==> src/ppd_pkg.sv <==
`default_nettype none
package ppd_pkg;
   // sense code scale
   localparam int unsigned FULL_SCALE_MV  = 87000;
   localparam int unsigned CODE_STEP_MV   = 2750;
   localparam int unsigned ZERO_BELOW_MV  = 3000;
   // timing
   localparam int unsigned CLK_PERIOD_NS  = 5;
   localparam int unsigned TICK_NS        = 10000;
   localparam int unsigned TICK_CYC       = TICK_NS / CLK_PERIOD_NS;
   localparam int unsigned ONH_PERIOD_US  = 26660;
   localparam int unsigned ONH_PERIOD_TK  = ONH_PERIOD_US * 1000 / TICK_NS;
   localparam int unsigned DG_UNIT_MS     = 40;
   localparam int unsigned DG_UNIT_TK     = DG_UNIT_MS * 1000000 / TICK_NS;
   localparam int unsigned DIFF1_STEP_MS  = 200;
   localparam int unsigned DIFF1_SPAN_MS  = 800;
   localparam int unsigned DIFF1_UNITS    = DIFF1_STEP_MS / DG_UNIT_MS;
   localparam int unsigned DIFF1_DEPTH    = DIFF1_SPAN_MS / DIFF1_STEP_MS;
   localparam int unsigned DIFF2_SPAN_MS  = 80;
   localparam int unsigned DIFF2_DEPTH    = DIFF2_SPAN_MS / DG_UNIT_MS;
   localparam int unsigned SETTLE_UNIT_MS = 250;
   localparam int unsigned SETTLE_UNIT_TK = SETTLE_UNIT_MS * 1000000 / TICK_NS;
   // current hysteresis in quarter-code steps
   localparam int unsigned CUR_STEP_UA    = 1500;
   localparam int unsigned HYST_LIM_UA    = 375;
   localparam int unsigned HYST_STD_UA    = 750;
   localparam int unsigned HYST_LIM_Q     = HYST_LIM_UA * 4 / CUR_STEP_UA;
   localparam int unsigned HYST_STD_Q     = HYST_STD_UA * 4 / CUR_STEP_UA;
   // register byte offsets
   localparam logic [7:0] OFS_SENSE   = 8'h00;
   localparam logic [7:0] OFS_ONH_THR = 8'h04;
   localparam logic [7:0] OFS_OFH_THR = 8'h08;
   localparam logic [7:0] OFS_DGRATE  = 8'h0c;
   localparam logic [7:0] OFS_METHOD  = 8'h10;
   localparam logic [7:0] OFS_STATUS  = 8'h14;
   localparam logic [7:0] OFS_SETTLE  = 8'h18;
   localparam logic [7:0] OFS_SUPPR   = 8'h1c;
   localparam logic [7:0] OFS_CODE_EN = 8'h20;
   // field positions
   localparam int unsigned BIT_ONH_METHOD = 3;
   localparam int unsigned BIT_OFH_METHOD = 4;
   localparam int unsigned BIT_INTR       = 1;
   localparam int unsigned BIT_LOST       = 2;
   localparam int unsigned BIT_MASK       = 7;
   localparam int unsigned BIT_ALT        = 6;
   // reset values
   localparam logic [7:0] RST_ONH_THR = 8'h48;
   localparam logic [7:0] RST_OFH_THR = 8'h40;
   localparam logic [6:0] RST_DGRATE  = 7'h00;
   localparam logic [1:0] RST_METHOD  = 2'h2;
   localparam logic [3:0] RST_SETTLE  = 4'h4;
   localparam logic [3:0] RST_CODE_EN = 4'h0;
   localparam logic [1:0] RESP_OKAY   = 2'h0;
   localparam logic [1:0] RESP_SLVERR = 2'h2;

   typedef enum logic [2:0] {
      ST_ON     = 3'h1,
      ST_SETTLE = 3'h2,
      ST_OFF    = 3'h4
   } ppd_state_e;

   typedef enum logic [1:0] {
      CODE_INTR_START = 2'h0,
      CODE_INTR_END   = 2'h1,
      CODE_LINE_LOST  = 2'h2,
      CODE_LINE_BACK  = 2'h3
   } ppd_code_e;

   typedef struct packed {
      logic      valid;
      ppd_code_e code;
   } ppd_evt_s;
endpackage : ppd_pkg
`default_nettype wire

==> src/ppd_detector.sv <==
// Register access over AXI4-Lite and the register addresses are this design's own decisions.
`default_nettype none
module ppd_detector #(
   parameter int unsigned TICK_CYC = ppd_pkg::TICK_CYC
) (
   input  wire logic        ref_clk_i,     // 200 MHz clock
   input  wire logic        reset_n_i,     // sync reset, active low
   input  wire logic        clk_en_i,      // freezes all state when low
   input  wire logic        off_hook_i,    // line is held off hook
   input  wire logic        ctr21_mode_i,  // current-limiting termination
   input  wire logic        sense_valid_i, // new converter sample
   input  wire logic [9:0]  sense_raw_i,   // sample, quarter-code units
   output ppd_pkg::ppd_evt_s result_o,     // result code strobe
   input  wire logic        awvalid,       // axi write address
   output logic             awready,
   input  wire logic [7:0]  awaddr,
   input  wire logic        wvalid,        // axi write data
   output logic             wready,
   input  wire logic [31:0] wdata,
   input  wire logic [3:0]  wstrb,
   output logic             bvalid,        // axi write response
   input  wire logic        bready,
   output logic [1:0]       bresp,
   input  wire logic        arvalid,       // axi read address
   output logic             arready,
   input  wire logic [7:0]  araddr,
   output logic             rvalid,        // axi read data
   input  wire logic        rready,
   output logic [31:0]      rdata,
   output logic [1:0]       rresp
);
   // ----------------------------------------
   // registers
   // ----------------------------------------
   ppd_pkg::ppd_state_e st_q;
   logic [7:0]  cur_q;
   logic [7:0]  onh_thr_q;
   logic [7:0]  ofh_thr_q;
   logic [6:0]  dgrate_q;
   logic [1:0]  method_q;
   logic        mask_q;
   logic [3:0]  settle_q;
   logic        alt_q;
   logic [3:0]  code_en_q;
   logic        intr_q;
   logic        lost_q;
   logic [7:0]  hist_q [ppd_pkg::DIFF1_DEPTH];
   logic [7:0]  dg_prev_q;
   logic [7:0]  last_good_q;
   logic [15:0] tk_cnt_q;
   logic [15:0] per_cnt_q;
   logic [6:0]  unit_cnt_q;
   logic [19:0] settle_cnt_q;
   logic        aw_hold_q;
   logic        w_hold_q;
   logic [7:0]  aw_addr_q;
   logic [7:0]  w_data_q;
   logic        w_lane_q;
   logic        bvalid_q;
   logic [1:0]  bresp_q;
   logic        rvalid_q;
   logic [31:0] rdata_q;
   logic [1:0]  rresp_q;
   ppd_pkg::ppd_evt_s evt_q;

   // ----------------------------------------
   // timebase and periods
   // ----------------------------------------
   logic tick;
   logic per_hit;
   logic step;
   logic use_diff2;
   logic settle_done;
   logic [6:0] step_units;

   assign tick      = (tk_cnt_q == 16'(TICK_CYC - 1));
   assign use_diff2 = method_q[1] && (dgrate_q != 7'h00);
   assign step_units = use_diff2 ? dgrate_q : 7'(ppd_pkg::DIFF1_UNITS);
   assign per_hit   = tick && (st_q == ppd_pkg::ST_ON ?
                      per_cnt_q == 16'(ppd_pkg::ONH_PERIOD_TK - 1) :
                      per_cnt_q == 16'(ppd_pkg::DG_UNIT_TK - 1));
   assign step      = (st_q == ppd_pkg::ST_ON) ? per_hit :
                      (per_hit && unit_cnt_q == step_units - 7'h01);
   assign settle_done = tick && (settle_cnt_q >=
                        20'(settle_q * ppd_pkg::SETTLE_UNIT_TK));

   always_ff @(posedge ref_clk_i) begin
      if (!reset_n_i) begin
         tk_cnt_q <= 16'h0000;
      end else if (clk_en_i) begin
         tk_cnt_q <= tick ? 16'h0000 : tk_cnt_q + 16'h0001;
      end
   end

   ppd_pkg::ppd_state_e st_d;
   always_comb begin
      st_d = st_q;
      case (st_q)
         ppd_pkg::ST_ON:     if (off_hook_i) st_d = ppd_pkg::ST_SETTLE;
         ppd_pkg::ST_SETTLE: if (!off_hook_i) st_d = ppd_pkg::ST_ON;
                             else if (settle_done) st_d = ppd_pkg::ST_OFF;
         ppd_pkg::ST_OFF:    if (!off_hook_i) st_d = ppd_pkg::ST_ON;
         default:            st_d = ppd_pkg::ST_ON;
      endcase
   end

   always_ff @(posedge ref_clk_i) begin
      if (!reset_n_i) begin
         st_q         <= ppd_pkg::ST_ON;
         per_cnt_q    <= 16'h0000;
         unit_cnt_q   <= 7'h00;
         settle_cnt_q <= 20'h00000;
      end else if (clk_en_i) begin
         st_q <= st_d;
         if (st_d != st_q) begin
            per_cnt_q    <= 16'h0000;
            unit_cnt_q   <= 7'h00;
            settle_cnt_q <= 20'h00000;
         end else if (tick) begin
            per_cnt_q    <= per_hit ? 16'h0000 : per_cnt_q + 16'h0001;
            settle_cnt_q <= settle_cnt_q + 20'h00001;
            if (per_hit) begin
               unit_cnt_q <= step ? 7'h00 : unit_cnt_q + 7'h01;
            end
         end
      end
   end

   // ----------------------------------------
   // sense value with current hysteresis
   // ----------------------------------------
   logic [10:0] base_q4;
   logic [10:0] raw_w;
   logic [10:0] hyst;
   logic        accept;

   assign base_q4 = {1'b0, cur_q, 2'b00};
   assign raw_w   = {1'b0, sense_raw_i};
   assign hyst    = ctr21_mode_i ? 11'(ppd_pkg::HYST_LIM_Q) : 11'(ppd_pkg::HYST_STD_Q);
   assign accept  = (st_q == ppd_pkg::ST_ON) ||
                    (raw_w >= base_q4 + 11'h004 + hyst) ||
                    (raw_w + hyst < base_q4);

   always_ff @(posedge ref_clk_i) begin
      if (!reset_n_i) begin
         cur_q <= 8'h00;
      end else if (clk_en_i && sense_valid_i && accept) begin
         cur_q <= sense_raw_i[9:2];
      end
   end

   // ----------------------------------------
   // intrusion decision
   // ----------------------------------------
   logic [7:0] old_s;
   logic [2:0] dthr;
   logic       drop;
   logic       rise;
   logic       intr_set;
   logic       intr_clr;
   logic       run_on;
   logic       dg_ok;

   assign run_on = (st_q == ppd_pkg::ST_ON) && !alt_q;
   assign dg_ok  = (cur_q == dg_prev_q);
   assign dthr   = (st_q == ppd_pkg::ST_ON) ? onh_thr_q[7:5] : ofh_thr_q[7:5];
   always_comb begin
      old_s = hist_q[0];
      if (st_q != ppd_pkg::ST_ON) begin
         old_s = use_diff2 ? hist_q[ppd_pkg::DIFF2_DEPTH - 1]
                           : hist_q[ppd_pkg::DIFF1_DEPTH - 1];
      end
   end
   assign drop = {1'b0, old_s} > {1'b0, cur_q} + {6'h00, dthr};
   assign rise = {1'b0, cur_q} > {1'b0, old_s} + {6'h00, dthr};

   always_comb begin
      intr_set = 1'b0;
      intr_clr = 1'b0;
      if (run_on) begin
         if (!method_q[0]) begin
            intr_set = cur_q < {3'h0, onh_thr_q[4:0]};
            intr_clr = !intr_set;
         end else if (step) begin
            intr_set = drop;
            intr_clr = rise;
         end
      end else if (st_q == ppd_pkg::ST_OFF) begin
         if (!method_q[1]) begin
            intr_set = cur_q < {3'h0, ofh_thr_q[4:0]};
            intr_clr = !intr_set;
         end else if (step && (!use_diff2 || dg_ok)) begin
            intr_set = drop;
            intr_clr = rise;
         end
      end
   end

   // history buffer, preloaded on entry to off hook from the reference, or from the sense value when the reference is 0
   always_ff @(posedge ref_clk_i) begin
      if (!reset_n_i) begin
         for (int i = 0; i < ppd_pkg::DIFF1_DEPTH; i++) hist_q[i] <= 8'h00;
         dg_prev_q <= 8'h00;
      end else if (clk_en_i) begin
         if (st_d == ppd_pkg::ST_OFF && st_q != ppd_pkg::ST_OFF) begin
            for (int i = 0; i < ppd_pkg::DIFF1_DEPTH; i++) begin
               hist_q[i] <= (ofh_thr_q[4:0] != 5'h00) ? {3'h0, ofh_thr_q[4:0]} : cur_q;
            end
            dg_prev_q <= cur_q;
         end else if (step) begin
            dg_prev_q <= cur_q;
            if (st_q == ppd_pkg::ST_ON || !use_diff2 || dg_ok) begin
               hist_q[0] <= cur_q;
               for (int i = 1; i < ppd_pkg::DIFF1_DEPTH; i++) hist_q[i] <= hist_q[i-1];
            end
         end
      end
   end

   // ----------------------------------------
   // status, result codes, reference
   // ----------------------------------------
   logic       intr_d;
   logic       lost_d;
   logic       evt_ok;
   ppd_pkg::ppd_code_e evt_code;
   logic       evt_fire;

   assign intr_d = intr_set ? 1'b1 : (intr_clr ? 1'b0 : intr_q);
   assign lost_d = run_on ? (cur_q == 8'h00) : lost_q;
   always_comb begin
      evt_fire = 1'b1;
      evt_code = ppd_pkg::CODE_INTR_START;
      if (lost_d != lost_q) begin
         evt_code = lost_d ? ppd_pkg::CODE_LINE_LOST : ppd_pkg::CODE_LINE_BACK;
      end else if (intr_d != intr_q) begin
         evt_code = intr_d ? ppd_pkg::CODE_INTR_START : ppd_pkg::CODE_INTR_END;
      end else begin
         evt_fire = 1'b0;
      end
   end
   assign evt_ok = !alt_q && (!mask_q || code_en_q[evt_code]);

   always_ff @(posedge ref_clk_i) begin
      if (!reset_n_i) begin
         intr_q <= 1'b0;
         lost_q <= 1'b0;
         evt_q  <= '0;
      end else if (clk_en_i) begin
         intr_q      <= intr_d;
         lost_q      <= lost_d;
         evt_q.valid <= evt_fire && evt_ok;
         evt_q.code  <= evt_code;
      end
   end
   assign result_o = evt_q;

   logic [4:0] ref_sat;
   assign ref_sat = (last_good_q[7:5] != 3'h0) ? 5'h1f : last_good_q[4:0];

   always_ff @(posedge ref_clk_i) begin
      if (!reset_n_i) begin
         last_good_q <= 8'h00;
      end else if (clk_en_i) begin
         if (st_q != ppd_pkg::ST_OFF && st_d == ppd_pkg::ST_OFF) begin
            last_good_q <= (ofh_thr_q[4:0] != 5'h00) ? {3'h0, ofh_thr_q[4:0]} : cur_q;
         // absolute mode decides on every sample, differential only at a step
         end else if (st_q == ppd_pkg::ST_OFF && (step || !method_q[1])
                      && !intr_q && !intr_set) begin
            last_good_q <= cur_q;
         end
      end
   end

   // ----------------------------------------
   // axi4-lite slave
   // ----------------------------------------
   logic do_wr;
   logic do_rd;
   logic wr_hit;
   logic rd_hit;
   logic [7:0] rd_val;

   assign awready = clk_en_i && !aw_hold_q && !bvalid_q;
   assign wready  = clk_en_i && !w_hold_q && !bvalid_q;
   assign arready = clk_en_i && !rvalid_q;
   assign do_wr   = aw_hold_q && w_hold_q && !bvalid_q && clk_en_i;
   assign do_rd   = arvalid && arready && clk_en_i;

   function automatic logic mapped(input logic [7:0] a);
      mapped = (a[1:0] == 2'b00) && (a <= ppd_pkg::OFS_CODE_EN);
   endfunction
   assign wr_hit = mapped(aw_addr_q);
   assign rd_hit = mapped(araddr);

   always_comb begin
      case (araddr)
         ppd_pkg::OFS_SENSE:   rd_val = cur_q;
         ppd_pkg::OFS_ONH_THR: rd_val = onh_thr_q;
         ppd_pkg::OFS_OFH_THR: rd_val = ofh_thr_q;
         ppd_pkg::OFS_DGRATE:  rd_val = {1'b0, dgrate_q};
         ppd_pkg::OFS_METHOD:  rd_val = {3'h0, method_q, 3'h0};
         ppd_pkg::OFS_STATUS:  rd_val = {mask_q, 4'h0, lost_q, intr_q, 1'b0};
         ppd_pkg::OFS_SETTLE:  rd_val = {settle_q, 4'h0};
         ppd_pkg::OFS_SUPPR:   rd_val = {1'b0, alt_q, 6'h00};
         ppd_pkg::OFS_CODE_EN: rd_val = {4'h0, code_en_q};
         default:              rd_val = 8'h00;
      endcase
   end

   always_ff @(posedge ref_clk_i) begin
      if (!reset_n_i) begin
         aw_hold_q <= 1'b0;
         w_hold_q  <= 1'b0;
         aw_addr_q <= 8'h00;
         w_data_q  <= 8'h00;
         w_lane_q  <= 1'b0;
         bvalid_q  <= 1'b0;
         bresp_q   <= ppd_pkg::RESP_OKAY;
      end else if (clk_en_i) begin
         if (awvalid && awready) begin
            aw_hold_q <= 1'b1;
            aw_addr_q <= awaddr;
         end
         if (wvalid && wready) begin
            w_hold_q <= 1'b1;
            w_data_q <= wdata[7:0];
            w_lane_q <= wstrb[0];
         end
         if (do_wr) begin
            aw_hold_q <= 1'b0;
            w_hold_q  <= 1'b0;
            bvalid_q  <= 1'b1;
            bresp_q   <= wr_hit ? ppd_pkg::RESP_OKAY : ppd_pkg::RESP_SLVERR;
         end else if (bvalid_q && bready) begin
            bvalid_q <= 1'b0;
         end
      end
   end

   always_ff @(posedge ref_clk_i) begin
      if (!reset_n_i) begin
         rvalid_q <= 1'b0;
         rdata_q  <= 32'h00000000;
         rresp_q  <= ppd_pkg::RESP_OKAY;
      end else if (clk_en_i) begin
         if (do_rd) begin
            rvalid_q <= 1'b1;
            rdata_q  <= {24'h000000, rd_val};
            rresp_q  <= rd_hit ? ppd_pkg::RESP_OKAY : ppd_pkg::RESP_SLVERR;
         end else if (rvalid_q && rready) begin
            rvalid_q <= 1'b0;
         end
      end
   end
   assign bvalid = bvalid_q;
   assign bresp  = bresp_q;
   assign rvalid = rvalid_q;
   assign rdata  = rdata_q;
   assign rresp  = rresp_q;

   // ----------------------------------------
   // configuration writes
   // ----------------------------------------
   logic wr_en;
   logic ref_clr;
   logic ref_load;
   assign wr_en    = do_wr && w_lane_q;
   assign ref_load = (st_q == ppd_pkg::ST_OFF) && (st_d == ppd_pkg::ST_ON);
   assign ref_clr  = (st_q == ppd_pkg::ST_ON) && lost_q && !lost_d;

   always_ff @(posedge ref_clk_i) begin
      if (!reset_n_i) begin
         onh_thr_q <= ppd_pkg::RST_ONH_THR;
         dgrate_q  <= ppd_pkg::RST_DGRATE;
         method_q  <= ppd_pkg::RST_METHOD;
         mask_q    <= 1'b0;
         settle_q  <= ppd_pkg::RST_SETTLE;
         alt_q     <= 1'b0;
         code_en_q <= ppd_pkg::RST_CODE_EN;
      end else if (wr_en) begin
         case (aw_addr_q)
            ppd_pkg::OFS_ONH_THR: onh_thr_q <= w_data_q;
            ppd_pkg::OFS_DGRATE:  dgrate_q  <= w_data_q[6:0];
            ppd_pkg::OFS_METHOD:  method_q  <= w_data_q[4:3];
            ppd_pkg::OFS_STATUS:  mask_q    <= w_data_q[ppd_pkg::BIT_MASK];
            ppd_pkg::OFS_SETTLE:  settle_q  <= w_data_q[7:4];
            ppd_pkg::OFS_SUPPR:   alt_q     <= w_data_q[ppd_pkg::BIT_ALT];
            ppd_pkg::OFS_CODE_EN: code_en_q <= w_data_q[3:0];
            default:              mask_q    <= mask_q;
         endcase
      end
   end

   // hardware reference updates win over a software write
   always_ff @(posedge ref_clk_i) begin
      if (!reset_n_i) begin
         ofh_thr_q <= ppd_pkg::RST_OFH_THR;
      end else if (clk_en_i) begin
         if (ref_clr) begin
            ofh_thr_q[4:0] <= 5'h00;
         end else if (ref_load) begin
            ofh_thr_q[4:0] <= ref_sat;
         end else if (wr_en && aw_addr_q == ppd_pkg::OFS_OFH_THR) begin
            ofh_thr_q <= w_data_q;
         end
      end
   end
endmodule : ppd_detector
`default_nettype wire

==> config.mk <==
export PLATFORM = sky130hd
export DESIGN_NAME = ppd_detector
export DESIGN_NICKNAME = d
export VERILOG_FILES = /design/src/ppd_pkg.sv /design/src/ppd_detector.sv
export SDC_FILE = /design/constraint.sdc
export NUM_CORES = 1
export LEC_CHECK = 0
export BUFFER_PORTS_ARGS = -buffer_cell sky130_fd_sc_hd__buf_4
export CAP_MARGIN = 0
export CORE_UTILIZATION = 55
export CTS_BUF_LIST = sky130_fd_sc_hd__clkbuf_16
export DETAILED_ROUTE_END_ITERATION = 12
export GPL_TIMING_DRIVEN = 0
export PLACE_DENSITY = 0.75
export SLEW_MARGIN = 10
export SYNTH_ARGS = -nofsm -noshare
export SYNTH_HDL_FRONTEND = slang
export SYNTH_SLANG_ARGS = --single-unit
==> constraint.sdc <==
create_clock -name ref_clk_i -period 4.98 [get_ports ref_clk_i]
set_input_delay 0.996 -clock ref_clk_i [delete_from_list [all_inputs] [get_ports ref_clk_i]]
set_output_delay 0.996 -clock ref_clk_i [all_outputs]
set_load 0.02 [all_outputs]
; Word-level counts from Yosys, hierarchy flattened
; Memories as Yosys holds them, arrays and structs flattened.
; Cells that the tools add are included.
[classes]
addsub = 10
multipliers = 1
order_cmp = 10
n_eq_ne = 31
mux = 84
bitwise_logic = 10
n_reduce_logical = 92
[op_table]
columns = cell, count
row1 = $mux W8, 15
row2 = $pmux W8 S9, 1
row3 = $eq A8 B5 Y1 const B, 8
row4 = $mux W16, 4
row5 = $mux W1, 42
row6 = $mux W20, 2
row7 = $reduce_and A2 Y1, 19
row8 = $logic_and A1 B1 Y1, 35
row9 = $mux W7, 5
row10 = $add A16 B1 Y16 const B, 2
row11 = $eq A16 B12 Y1 const B, 2
row12 = $eq A8 B4 Y1 const B, 4
row13 = $add A20 B1 Y20 const B, 1
row14 = $ge A20 B19 Y1, 1
row15 = $mux W5, 4
row16 = $add A8 B3 Y9, 2
row17 = $gt A8 B9 Y1, 2
row18 = $eq A16 B11 Y1 const B, 1
row19 = $eq A8 B3 Y1 const B, 2
row20 = $eq A8 B6 Y1 const B, 2
row21 = $le A8 B6 Y1 const B, 2
row22 = $logic_not A8 Y1, 2
row23 = $lt A8 B5 Y1, 2
row24 = $mul A4 B12 Y16 const B, 1
row25 = 32 further kinds, 77
[totals]
register_bits = 159
ram_bits = 32
input_bits = 73
out_inout_bits = 44
elab_cells = 270
mem_count = 1
[memory_table]
columns = name, words, width, read_ports, rd_ports_with_merged_regs, write_ports, line_no
row1 = hist_q, 4, 8, 4, 0, 4, ppd_detector.sv:47  ; logic [7:0] hist_q [ppd_pkg::DIFF1_DEPTH];

; Logic depth before layout (Yosys ltp)
; Gate-level depths: netlist of the first run.
[depth]
ltp_word = 22
mapped_depth = 29
ltp_nobuf = 26

; Worst setup path after synthesis of the first run
; Ideal clock, no wire load.
[synth_path]
kind = reg-to-reg
from = register settle_q[1]
to = memory hist_q[0][0] (enable)
setup_ns = 0.372
t_arrival_ns = 4.921
required_time_ns = 4.608
slack_ns = -0.313
path_stages_with_launch = 24
path_buffers = 1
period_less_slack_ns = 5.293
cell_sequence = dfxtp_1 ha_1 xor2_1 ha_1 a21o_1 ha_1 a31oi_1 nor2b_1 o21a_1 o21a_1 o21a_1 and3_1 o21ai_0 xor2_1 ha_1 a21o_1 a211o_1 a21o_1 a21o_1 o211a_1 buf_1 nor4_4 a21oi_1 nand2_1
[synth_lines]
columns = item, line_no
row1 = from (decl), ppd_detector.sv:42  ; logic [3:0] settle_q;
row2 = from (signal assigned), ppd_detector.sv:378  ; settle_q <= ppd_pkg::RST_SETTLE;
row3 = from (signal assigned), ppd_detector.sv:387  ; ppd_pkg::OFS_SETTLE: settle_q <= w_data_q[7:4];
row4 = to (decl), ppd_detector.sv:47

==> results.py, run 1 <==
metrics = {
    "finish": {
        "nets": 1711,
        "layout-drive-gt1-share_pct": 17.7,
        "n_fill_cell": 1730,
        "mostFrequentLayoutCells": "nand2_1, nor2_1, dfxtp_1",
        "layout_commonest_cell": "nand2_1",
        "regArea_sq_mm": 0.00412,
        "area_growth_pct": 20.0,
        "final_core_util_pct": 67.7,
        "multi_input_area_sq_mm": 0.00769,
        "n_antenna_cell": 0,
    },
    "pwr": {
        "clock_power_share_pct": 40.4,
        "power_mw": 3.55,
        "ir_drop_mv": 0.252,
        "p_switching_mw": 1.06,
        "pwr_density_cell_mw_per_mm2": 249,
        "p_int_mw": 2.48,
        "power_frac_comb_pct": 14.0,
        "power_frac_seq_pct": 45.6,
        "power.share.switching_pct": 30.0,
        "p_leak_nw": 6.00,
    },
    "global_routing": {
        "grt_max_degree": 23,
        "grt_usage_pct": 29.6,
        "grt_pass1_vias": 9973,
        "grt_pass1_wl_microns": 51500,
        "overflow": 0,
        "antenna_found_initial": 0,
    },
    "yosys": {
        "netlist_instances": 1397,
        "yosysWarnings": 0,
        "synthArstFlopShare_pct": 0,
        "yosysTopAreaCell": "dfxtp_1",
        "avgSynthCellArea_sq_um": 8.51,
        "synth_top_cell_area_share_pct": 26.4,
        "syn-cell-area_sq_mm": 0.0119,
        "synth_flop_cell": "dfxtp_1",
        "synth_edf_count": 32,
        "yosys-top-cells-area": "dfxtp_1, ha_1, edfxtp_1",
        "synth.ff_latch_count": 189,
        "yosysUniqueCellTypes": 80,
        "synth_seq_area_share_pct": 34.5,
    },
    "run_status": {
        "violations": "negative setup slack",
        "status": "finished, violations left",
    },
    "setup_path": {
        "reg2reg_slack_ns": -0.08,
        "required_ns": 5.12,
        "cp.arrival_ns": 5.20,
        "crit_path_start_kind": "flip-flop",
        "crit_type": "reg2reg",
        "cp-end-kind": "flip-flop",
        "cp_slowest_cell": "dfxtp_4",
        "cp_slowest_stage_delay_ns": 0.38,
        "critPathMaxFanout": 8,
    },
    "routing": {
        "drt_iter0_markers": 825,
        "routedWlPerCell_microns": 17.9,
        "top_layer": "met4",
        "vias_per_cell": 5.88,
        "met2_length_microns": 15500,
        "drc": 0,
        "wl_met1_microns": 14100,
        "met3_length_microns": 2360,
        "num_vias": 10800,
        "dr.pass1.iters": 8,
        "drt.antenna.violating_nets": 0,
        "wl_microns": 32800,
    },
    "sta": {
        "rsz0062_at_grt": "yes",
        "fmax_mhz": 198,
        "fin_crit_sh_pct": 102,
        "drv_slew": 0,
        "finalClockSkew_ns": 0.0127,
        "hold_viol": 0,
        "max-slew-margin-rel_pct": 3.96,
        "setup_viol": 34,
        "fin_ws_ns": -0.0787,
        "tightest_slew_ns": 1.44,
        "min_period_ns": 5.06,
        "tns_ns": -1.73,
    },
    "floorplan": {
        "rows": 53,
        "start_util_pct": 56.4,
        "die_area_sq_mm": 0.0222,
        "core_sq_mm": 0.0211,
        "die_y_microns": 149,
        "pin_count": 117,
        "dieWidth_microns": 149,
    },
    "clock_tree": {
        "htree_levels": 4,
        "cts_tree": "yes",
        "cts_made_buffers": 17,
        "cts.sinks": 189,
        "root_buffer": "clkbuf_16",
        "clk_pin_slew_ns": 0.09,
        "cts_buffer_depth": 2,
        "clock_latency_ns": 0.45,
    },
    "place": {
        "port_buffers": 61,
        "dp_hpwl_microns": 23400,
        "place.gp.congestion": 0.936,
    },
    "min_path": {
        "hold_path_class": "reg2reg",
    },
    "run": {
        "drv_cap": 0,
    },
}
==> routing by layer <==
metal  vias up  track usage [%]
li1       5213                -
met1      5075             39.1
met2       412             48.9
met3        67             5.02
met4         0             9.90
met5         -                0
==> area by class of cell <==
class                      instances  area share, %
clock buffer                      17           2.98
clock inverter                    15           1.39
tap                              275           2.41
multi-input combinational       1097           53.9
buffer                            75           3.07
timing repair buffer             109           5.93
sequential                       189           28.9
inverter                          55           1.45
==> flip-flops by register name, indices dropped and copies added, names as in the netlist, 16 cells and up <==
| signal | flops |
|---|---|
| hist_q | 32 |
| tk_cnt_q | 16 |
| per_cnt_q | 16 |
| settle_cnt_q | 20 |
==> cell usage after synthesis (all sizes together), types with 5 or more instances <==
library cell and instances:
nor3b 7, nand2 193, clkbuf 41, a22o 10, or4 5, nand4 23, nor4 8, mux2i 55
a31oi 12, edfxtp 32, o211a 7, xnor2 53, o21ai 31, o211ai 6, o2111ai 9, buf 41
ha 92, nor2b 10, nand3 39, nand2b 10, nor4b 6, xor2 42, nor3 16, a21oi 67
a22oi 26, or3 18, nor2 164, a21o 36, and3 12, or2 6, o31ai 5, dfxtp 157
inv 55, o21a 18, and2 13
==> power by group through the flow <==
| stage | Sequential, mW | Clock, mW | Combinational, mW |
|---|---|---|---|
| global placement | 1.65 | 0 | 0.447 |
| global route | 1.62 | 1.51 | 0.546 |
| finish | 1.62 | 1.43 | 0.497 |
| CTS | 1.62 | 1.45 | 0.473 |
| detailed placement | 1.65 | 0 | 0.455 |
| floorplan | 1.64 | 0 | 0.314 |
==> worst max-delay path, delay by kind of cell, from the launching register on <==
kind,cells,cell delay (ns)
xor gates and xnor gates,2,0.36
adders and majority gates,4,0.86
DFF,1,0.38
and+or+nand+nor,4,0.51
buffers and inverters,3,0.49
AOI/OAI and AO/OA,12,2.14
==> cells by family (layout without fill, tap and decap cells) <==
family | count (synthesis) | in the layout | share of synthesized area, %
other cells | 1 | 26 | 0.0315
compound gates | 276 | 276 | 16.3
xor+xnor | 95 | 95 | 7.00
fa+ha+maj | 94 | 94 | 10.0
simple gates | 550 | 551 | 22.3
buf+inv | 137 | 271 | 5.25
flops | 189 | 189 | 34.5
mux | 55 | 55 | 4.63
==> worst paths after layout <==
kind	from	end	cells after the start
setup / recovery	settle_q[1]	hist_q[0][3]	25
hold / removal	aw_addr_q[1]	aw_addr_q[1]	2
setup reg to reg	settle_q[1]	hist_q[0][3]	25
hold reg to reg	aw_addr_q[1]	aw_addr_q[1]	2
==> per-stage QoR <==
step,std cells,hold WS (ns),area (sq um),setup WS [ns]
3_5_place_dp,1758,0.449,12800,-0.892
6_report,1832,0.460,14300,-0.0787
2_1_floorplan,1422,0.433,12000,0.00344
3_3_place_gp,1758,0.446,12800,-0.812
5_1_grt,1832,0.483,14300,-0.230
4_1_cts,1811,0.461,13900,-0.00933
==> repair_timing <==
action	in CTS	in global routing
pin swaps	26	30
buffers inserted	24	24
hold buffers	0	0
gates resized for setup	62	58
gates cloned	1	0
endpoints found under the setup margin	126	122
Note: power is estimated with default switching activity, not from simulation.
==> run 2: changes to the inputs <==
--- a/config.mk
+++ b/config.mk
@@ -5,6 +5,7 @@
 export SDC_FILE = /design/constraint.sdc
 export NUM_CORES = 1
 export LEC_CHECK = 0
+export ABC_AREA = 1
 export BUFFER_PORTS_ARGS = -buffer_cell sky130_fd_sc_hd__buf_4
 export CAP_MARGIN = 0
 export CORE_UTILIZATION = 55
==> results.py, run 2 <==
metrics = {
    "run_status": {
        "status": "finished clean",
    },
    "yosys": {
        "yosysWarnings": 0,
        "syn-cell-area_sq_mm": 0.0127,
        "synth_top_cell_area_share_pct": 24.8,
        "yosys-top-cells-count": "nand2_1, inv_1, nor2_1, dfxtp_1, a21oi_1",
        "synth_edf_count": 32,
        "avgSynthCellArea_sq_um": 6.93,
        "synthArstFlopShare_pct": 0,
        "netlist_instances": 1825,
        "synth_seq_area_share_pct": 32.4,
        "synth_flop_cell": "dfxtp_1",
        "synth.most_common_cell": "nand2_1",
        "yosysUniqueCellTypes": 60,
        "synth.ff_latch_count": 189,
        "yosys-top-cells-area": "dfxtp_1, nand2_1, ha_1",
        "yosysTopAreaCell": "dfxtp_1",
    },
    "floorplan": {
        "pin_count": 117,
        "start_util_pct": 56.1,
        "die_area_sq_mm": 0.0236,
        "rows": 55,
        "core_sq_mm": 0.0226,
        "dieWidth_microns": 154,
        "die_y_microns": 154,
    },
    "finish": {
        "regMostFlops": "hist_q",
        "area_growth_pct": 15.6,
        "nets": 2114,
        "mostFrequentLayoutCells": "nand2_1, inv_1, nor2_1",
        "largest_register_ffs": 32,
        "regArea_sq_mm": 0.00412,
        "final_core_util_pct": 64.8,
        "n_antenna_cell": 0,
        "multi_input_area_sq_mm": 0.00754,
        "fin_area_sq_mm": 0.0146,
        "layout_commonest_cell": "nand2_1",
        "n_fill_cell": 2055,
        "top_regs": "hist_q: 32 flops, settle_cnt_q: 20 flops",
        "layout-drive-gt1-share_pct": 11.5,
    },
    "clock_tree": {
        "cts_made_buffers": 17,
        "cts_buffer_depth": 2,
        "root_buffer": "clkbuf_16",
        "clock_latency_ns": 0.45,
        "clk_pin_slew_ns": 0.09,
        "cts_hold_buf": 0,
        "cts_tree": "yes",
        "htree_levels": 4,
        "cts.sinks": 189,
    },
    "pwr": {
        "p_leak_nw": 6.37,
        "pwr_density_cell_mw_per_mm2": 268,
        "ir_drop_mv": 0.216,
    },
    "routing": {
        "routedWlPerCell_microns": 16.8,
        "num_vias": 12700,
        "dr.pass1.iters": 5,
        "drc": 0,
        "drt.antenna.violating_nets": 0,
        "vias_per_cell": 5.65,
        "drt_iter0_markers": 998,
        "wl_microns": 37600,
    },
    "sta": {
        "setup_viol": 0,
        "fin_crit_sh_pct": 94.4,
        "max-slew-margin-rel_pct": 20.8,
        "finalClockSkew_ns": 0.0189,
        "drv_slew": 0,
        "fmax_mhz": 213,
        "min_period_ns": 4.70,
        "tightest_slew_ns": 1.18,
        "hold_viol": 0,
    },
    "setup_path": {
        "crit_path_start_kind": "flip-flop",
        "cp.arrival_ns": 5.09,
        "crit_type": "reg2reg",
        "cpMostUsedCell": "nand2_1",
        "cp_slowest_cell": "dfxtp_4",
        "required_ns": 5.37,
        "critPathMaxFanout": 5,
        "cp_slowest_stage_delay_ns": 0.38,
        "cp-end-kind": "flip-flop",
    },
    "place": {
        "dp_hpwl_microns": 28900,
        "place_area_sq_mm": 0.0136,
        "port_buffers": 61,
        "place.gp.congestion": 0.983,
    },
    "global_routing": {
        "grt_usage_pct": 31.8,
        "grt_pass1_vias": 11600,
        "antenna_found_initial": 0,
        "grt_max_degree": 21,
        "overflow": 0,
        "grt_pass1_wl_microns": 59300,
    },
    "run": {
        "drv_cap": 0,
    },
    "min_path": {
        "hold_path_class": "reg2reg",
    },
}
==> run 2: final timing paths <==
check                     from            end  slack [ns]  depth (start not counted)
setup reg to reg   settle_q[1]  per_cnt_q[13]        0.28                         32
setup / recovery   settle_q[1]  per_cnt_q[13]        0.28                         32
hold / removal    aw_addr_q[7]   aw_addr_q[7]        0.47                          2
hold reg to reg   aw_addr_q[7]   aw_addr_q[7]        0.47                          2
==> run 2: per-layer routing <==
layer	GRT usage [%]	vias up	part of all wire [%]
met5	0	-	0
met3	4.40	81	7.2
li1	-	6257	-
met4	12.2	0	3.2
met1	41.9	5834	44
met2	52.9	505	46
==> run 2: area by class of cell <==
type	count	area share [%]
Clock inverter	15	1.37
Inverter	237	6.10
Tap cell	285	2.44
Buffer	77	3.29
Clock buffer	17	2.91
Timing Repair Buffer	79	4.18
Sequential cell	189	28.2
Multi-Input combinational cell	1346	51.6
==> run 2: where the power goes <==
group / switching [mW] / internal, mW / leakage [nW]
logic: 0.528 / 0.293 / 4.46
clock network: 0.702 / 0.728 / 0.302
registers: 0.0548 / 1.62 / 1.61
==> run 2: timing repair <==
action | CTS | global route
pin swaps | 6 | 18
buffers inserted | 2 | 14
gates resized for setup | 31 | 68
cloned | 1 | 2
setup endpoints to repair | 125 | 125
==> run 2: critical path: cells and delay by family (launching register included) <==
| family | cells | cell delay [ns] |
|---|---|---|
| compound gates | 8 | 1.08 |
| xor+xnor | 2 | 0.34 |
| fa+ha+maj | 4 | 0.90 |
| buf+inv | 4 | 0.44 |
| flops | 1 | 0.38 |
| simple gates | 14 | 1.53 |
==> run 2: stage by stage <==
step	power, mW	worst slack [ns]	hold WS [ns]	instances	setup TNS, ns
final	3.92	0.281	0.470	2245	0
after global routing	4.08	-0.0628	0.485	2245	-1.29
after CTS	3.87	-0.0422	0.472	2230	-0.417
after detailed placement	2.46	-0.911	0.458	2196	-56.58
after global placement	2.43	-0.754	0.456	2196	-33.60
after floorplan	2.22	0.138	0.439	1850	0
==> run 2: cell families after synthesis <==
logic type | share of synthesized area [%]
compound gates | 15.4
flops | 32.4
buf+inv | 10.5
simple gates | 27.5
fa+ha+maj | 9.41
xor+xnor | 4.78
other cells | 0.0296
==> run 3: changes to the inputs <==
--- a/config.mk
+++ b/config.mk
@@ -6,7 +6,7 @@
 export NUM_CORES = 1
 export LEC_CHECK = 0
 export ABC_AREA = 1
-export BUFFER_PORTS_ARGS = -buffer_cell sky130_fd_sc_hd__buf_4
+export BUFFER_PORTS_ARGS = -buffer_cell sky130_fd_sc_hd__buf_2
 export CAP_MARGIN = 0
 export CORE_UTILIZATION = 55
 export CTS_BUF_LIST = sky130_fd_sc_hd__clkbuf_16
==> results.py, run 3 (same netlist as run 2, synthesis figures left out) <==
metrics = {
    "sta": {
        "tightest_slew_ns": 1.18,
        "fin_ws_ns": 0.208,
        "drv_slew": 0,
        "fin_crit_sh_pct": 95.8,
        "fmax_mhz": 210,
        "tns_ns": 0,
        "max-slew-margin-rel_pct": 20.5,
        "hold_viol": 0,
        "setup_viol": 0,
        "finalClockSkew_ns": 0.0200,
        "min_period_ns": 4.77,
    },
    "pwr": {
        "power_mw": 3.91,
        "ir_drop_mv": 0.220,
        "pwr_density_cell_mw_per_mm2": 267,
        "p_leak_nw": 6.39,
    },
    "clock_tree": {
        "cts.sinks": 189,
        "htree_levels": 4,
        "clock_latency_ns": 0.45,
        "root_buffer": "clkbuf_16",
        "cts_buffer_depth": 2,
        "clk_pin_slew_ns": 0.08,
        "cts_tree": "yes",
        "cts_hold_buf": 0,
        "cts_made_buffers": 17,
    },
    "finish": {
        "area_growth_pct": 15.5,
        "mostFrequentLayoutCells": "nand2_1, inv_1, nor2_1",
        "regMostFlops": "hist_q",
        "top_regs": "hist_q: 32 flops, settle_cnt_q: 20 flops",
        "largest_register_ffs": 32,
        "layout_commonest_cell": "nand2_1",
        "final_core_util_pct": 64.8,
        "nets": 2128,
        "layout-drive-gt1-share_pct": 12.6,
    },
    "routing": {
        "wl_microns": 38200,
        "dr.pass1.iters": 6,
        "drc": 0,
        "num_vias": 12800,
        "drt_iter0_markers": 1180,
        "vias_per_cell": 5.66,
        "routedWlPerCell_microns": 16.9,
        "drt.antenna.violating_nets": 0,
    },
    "place": {
        "place.gp.congestion": 0.991,
        "dp_hpwl_microns": 28700,
        "port_buffers": 61,
        "pre_cts_ws_ns": -0.841,
    },
    "setup_path": {
        "worst_path_dominant_cell_family": "simple AND/OR/NAND/NOR gates",
        "cpMostUsedCell": "nand2_1",
        "cp_slowest_stage_delay_ns": 0.38,
        "required_ns": 5.16,
        "crit_type": "reg2reg",
        "crit_buf_inv": 3,
        "crit_path_start_kind": "flip-flop",
        "reg2reg_from": "settle_q[1]",
        "ff2ff_path_depth": 29,
        "cp-end-kind": "flip-flop",
        "reg2reg_slack_ns": 0.21,
        "cp_slowest_cell": "dfxtp_4",
        "critPathMaxFanout": 10,
        "cp.arrival_ns": 4.95,
        "regToRegEndpoint": "hist_q[1][4]",
    },
    "floorplan": {
        "dieWidth_microns": 154,
        "pin_count": 117,
        "die_y_microns": 154,
        "rows": 55,
        "start_util_pct": 56.1,
        "core_sq_mm": 0.0226,
        "die_area_sq_mm": 0.0236,
    },
    "global_routing": {
        "antenna_found_initial": 2,
        "grt_pass1_wl_microns": 59300,
        "grt_usage_pct": 31.7,
        "grt_max_degree": 22,
        "overflow": 0,
        "grt_pass1_vias": 11700,
    },
    "min_path": {
        "hp-start": "rdata[1]",
        "hold_path_class": "reg2reg",
        "whs_path_depth": 2,
        "hold_path_end": "rdata[1]",
    },
    "run": {
        "drv_cap": 0,
    },
    "run_status": {
        "status": "finished clean",
    },
}
-- run 3: worst max path at each step --
stage | from | end | slack, ns | cells past startpoint
floorplan | settle_q[1] | hist_q[1][0] | 0.14 | 29
global placement | settle_q[1] | hist_q[3][7] | -0.69 | 29
finish | settle_q[1] | hist_q[1][4] | 0.21 | 29
global route | settle_q[3] | hist_q[1][4] | -0.07 | 29
CTS | settle_q[1] | hist_q[3][0] | 0.01 | 30
detailed placement | settle_q[3] | hist_q[2][5] | -0.84 | 29
-- run 3: stage by stage --
step / instances / hold WS, ns / area (sq um)
final: 2261 / 0.470 / 14600
after global routing: 2259 / 0.491 / 14600
after CTS: 2234 / 0.473 / 14200
after detailed placement: 2196 / 0.460 / 13400
after global placement: 2196 / 0.451 / 13400
after floorplan: 1850 / 0.439 / 12800
-- run 3: layer usage --
layer  vias up  part of all wire, %  track usage (%)
met5         -                    0                0
met4         0                  3.3             12.5
met3        73                  7.4             5.58
met2       518                   47             52.1
met1      5935                   43             41.3
li1       6281                    -                -
-- run 3: timing repair --
item,CTS,global route
gates resized for setup,29,76
endpoints found under the hold margin,0,0
pin swaps,5,22
setup endpoints to repair,125,125
cloned,0,3
buffers inserted,7,23
-- run 3: layout make-up --
type / instances / area [sq um]
Sequential cell: 189 / 4120
Clock buffer: 17 / 425
Buffer: 77 / 480
Clock inverter: 15 / 200
Antenna cell: 2 / 5.00
Inverter: 237 / 896
Timing Repair Buffer: 94 / 578
Multi-Input combinational cell: 1345 / 7560
Fill cell: 2056 / 7960
Tap cell: 285 / 357
-- run 3: power by group --
group | switching [mW] | total, mW | internal [mW]
logic | 0.532 | 0.823 | 0.291
clock network | 0.723 | 1.41 | 0.690
registers | 0.0548 | 1.67 | 1.62
total | 1.31 | 3.91 | 2.60
-- run 3: tightest hold or removal path, stage by stage, from the launching register on --
cell and delay [ns]:
dfxtp_1 0.32, nand2_1 0.06, a21oi_1 0.05
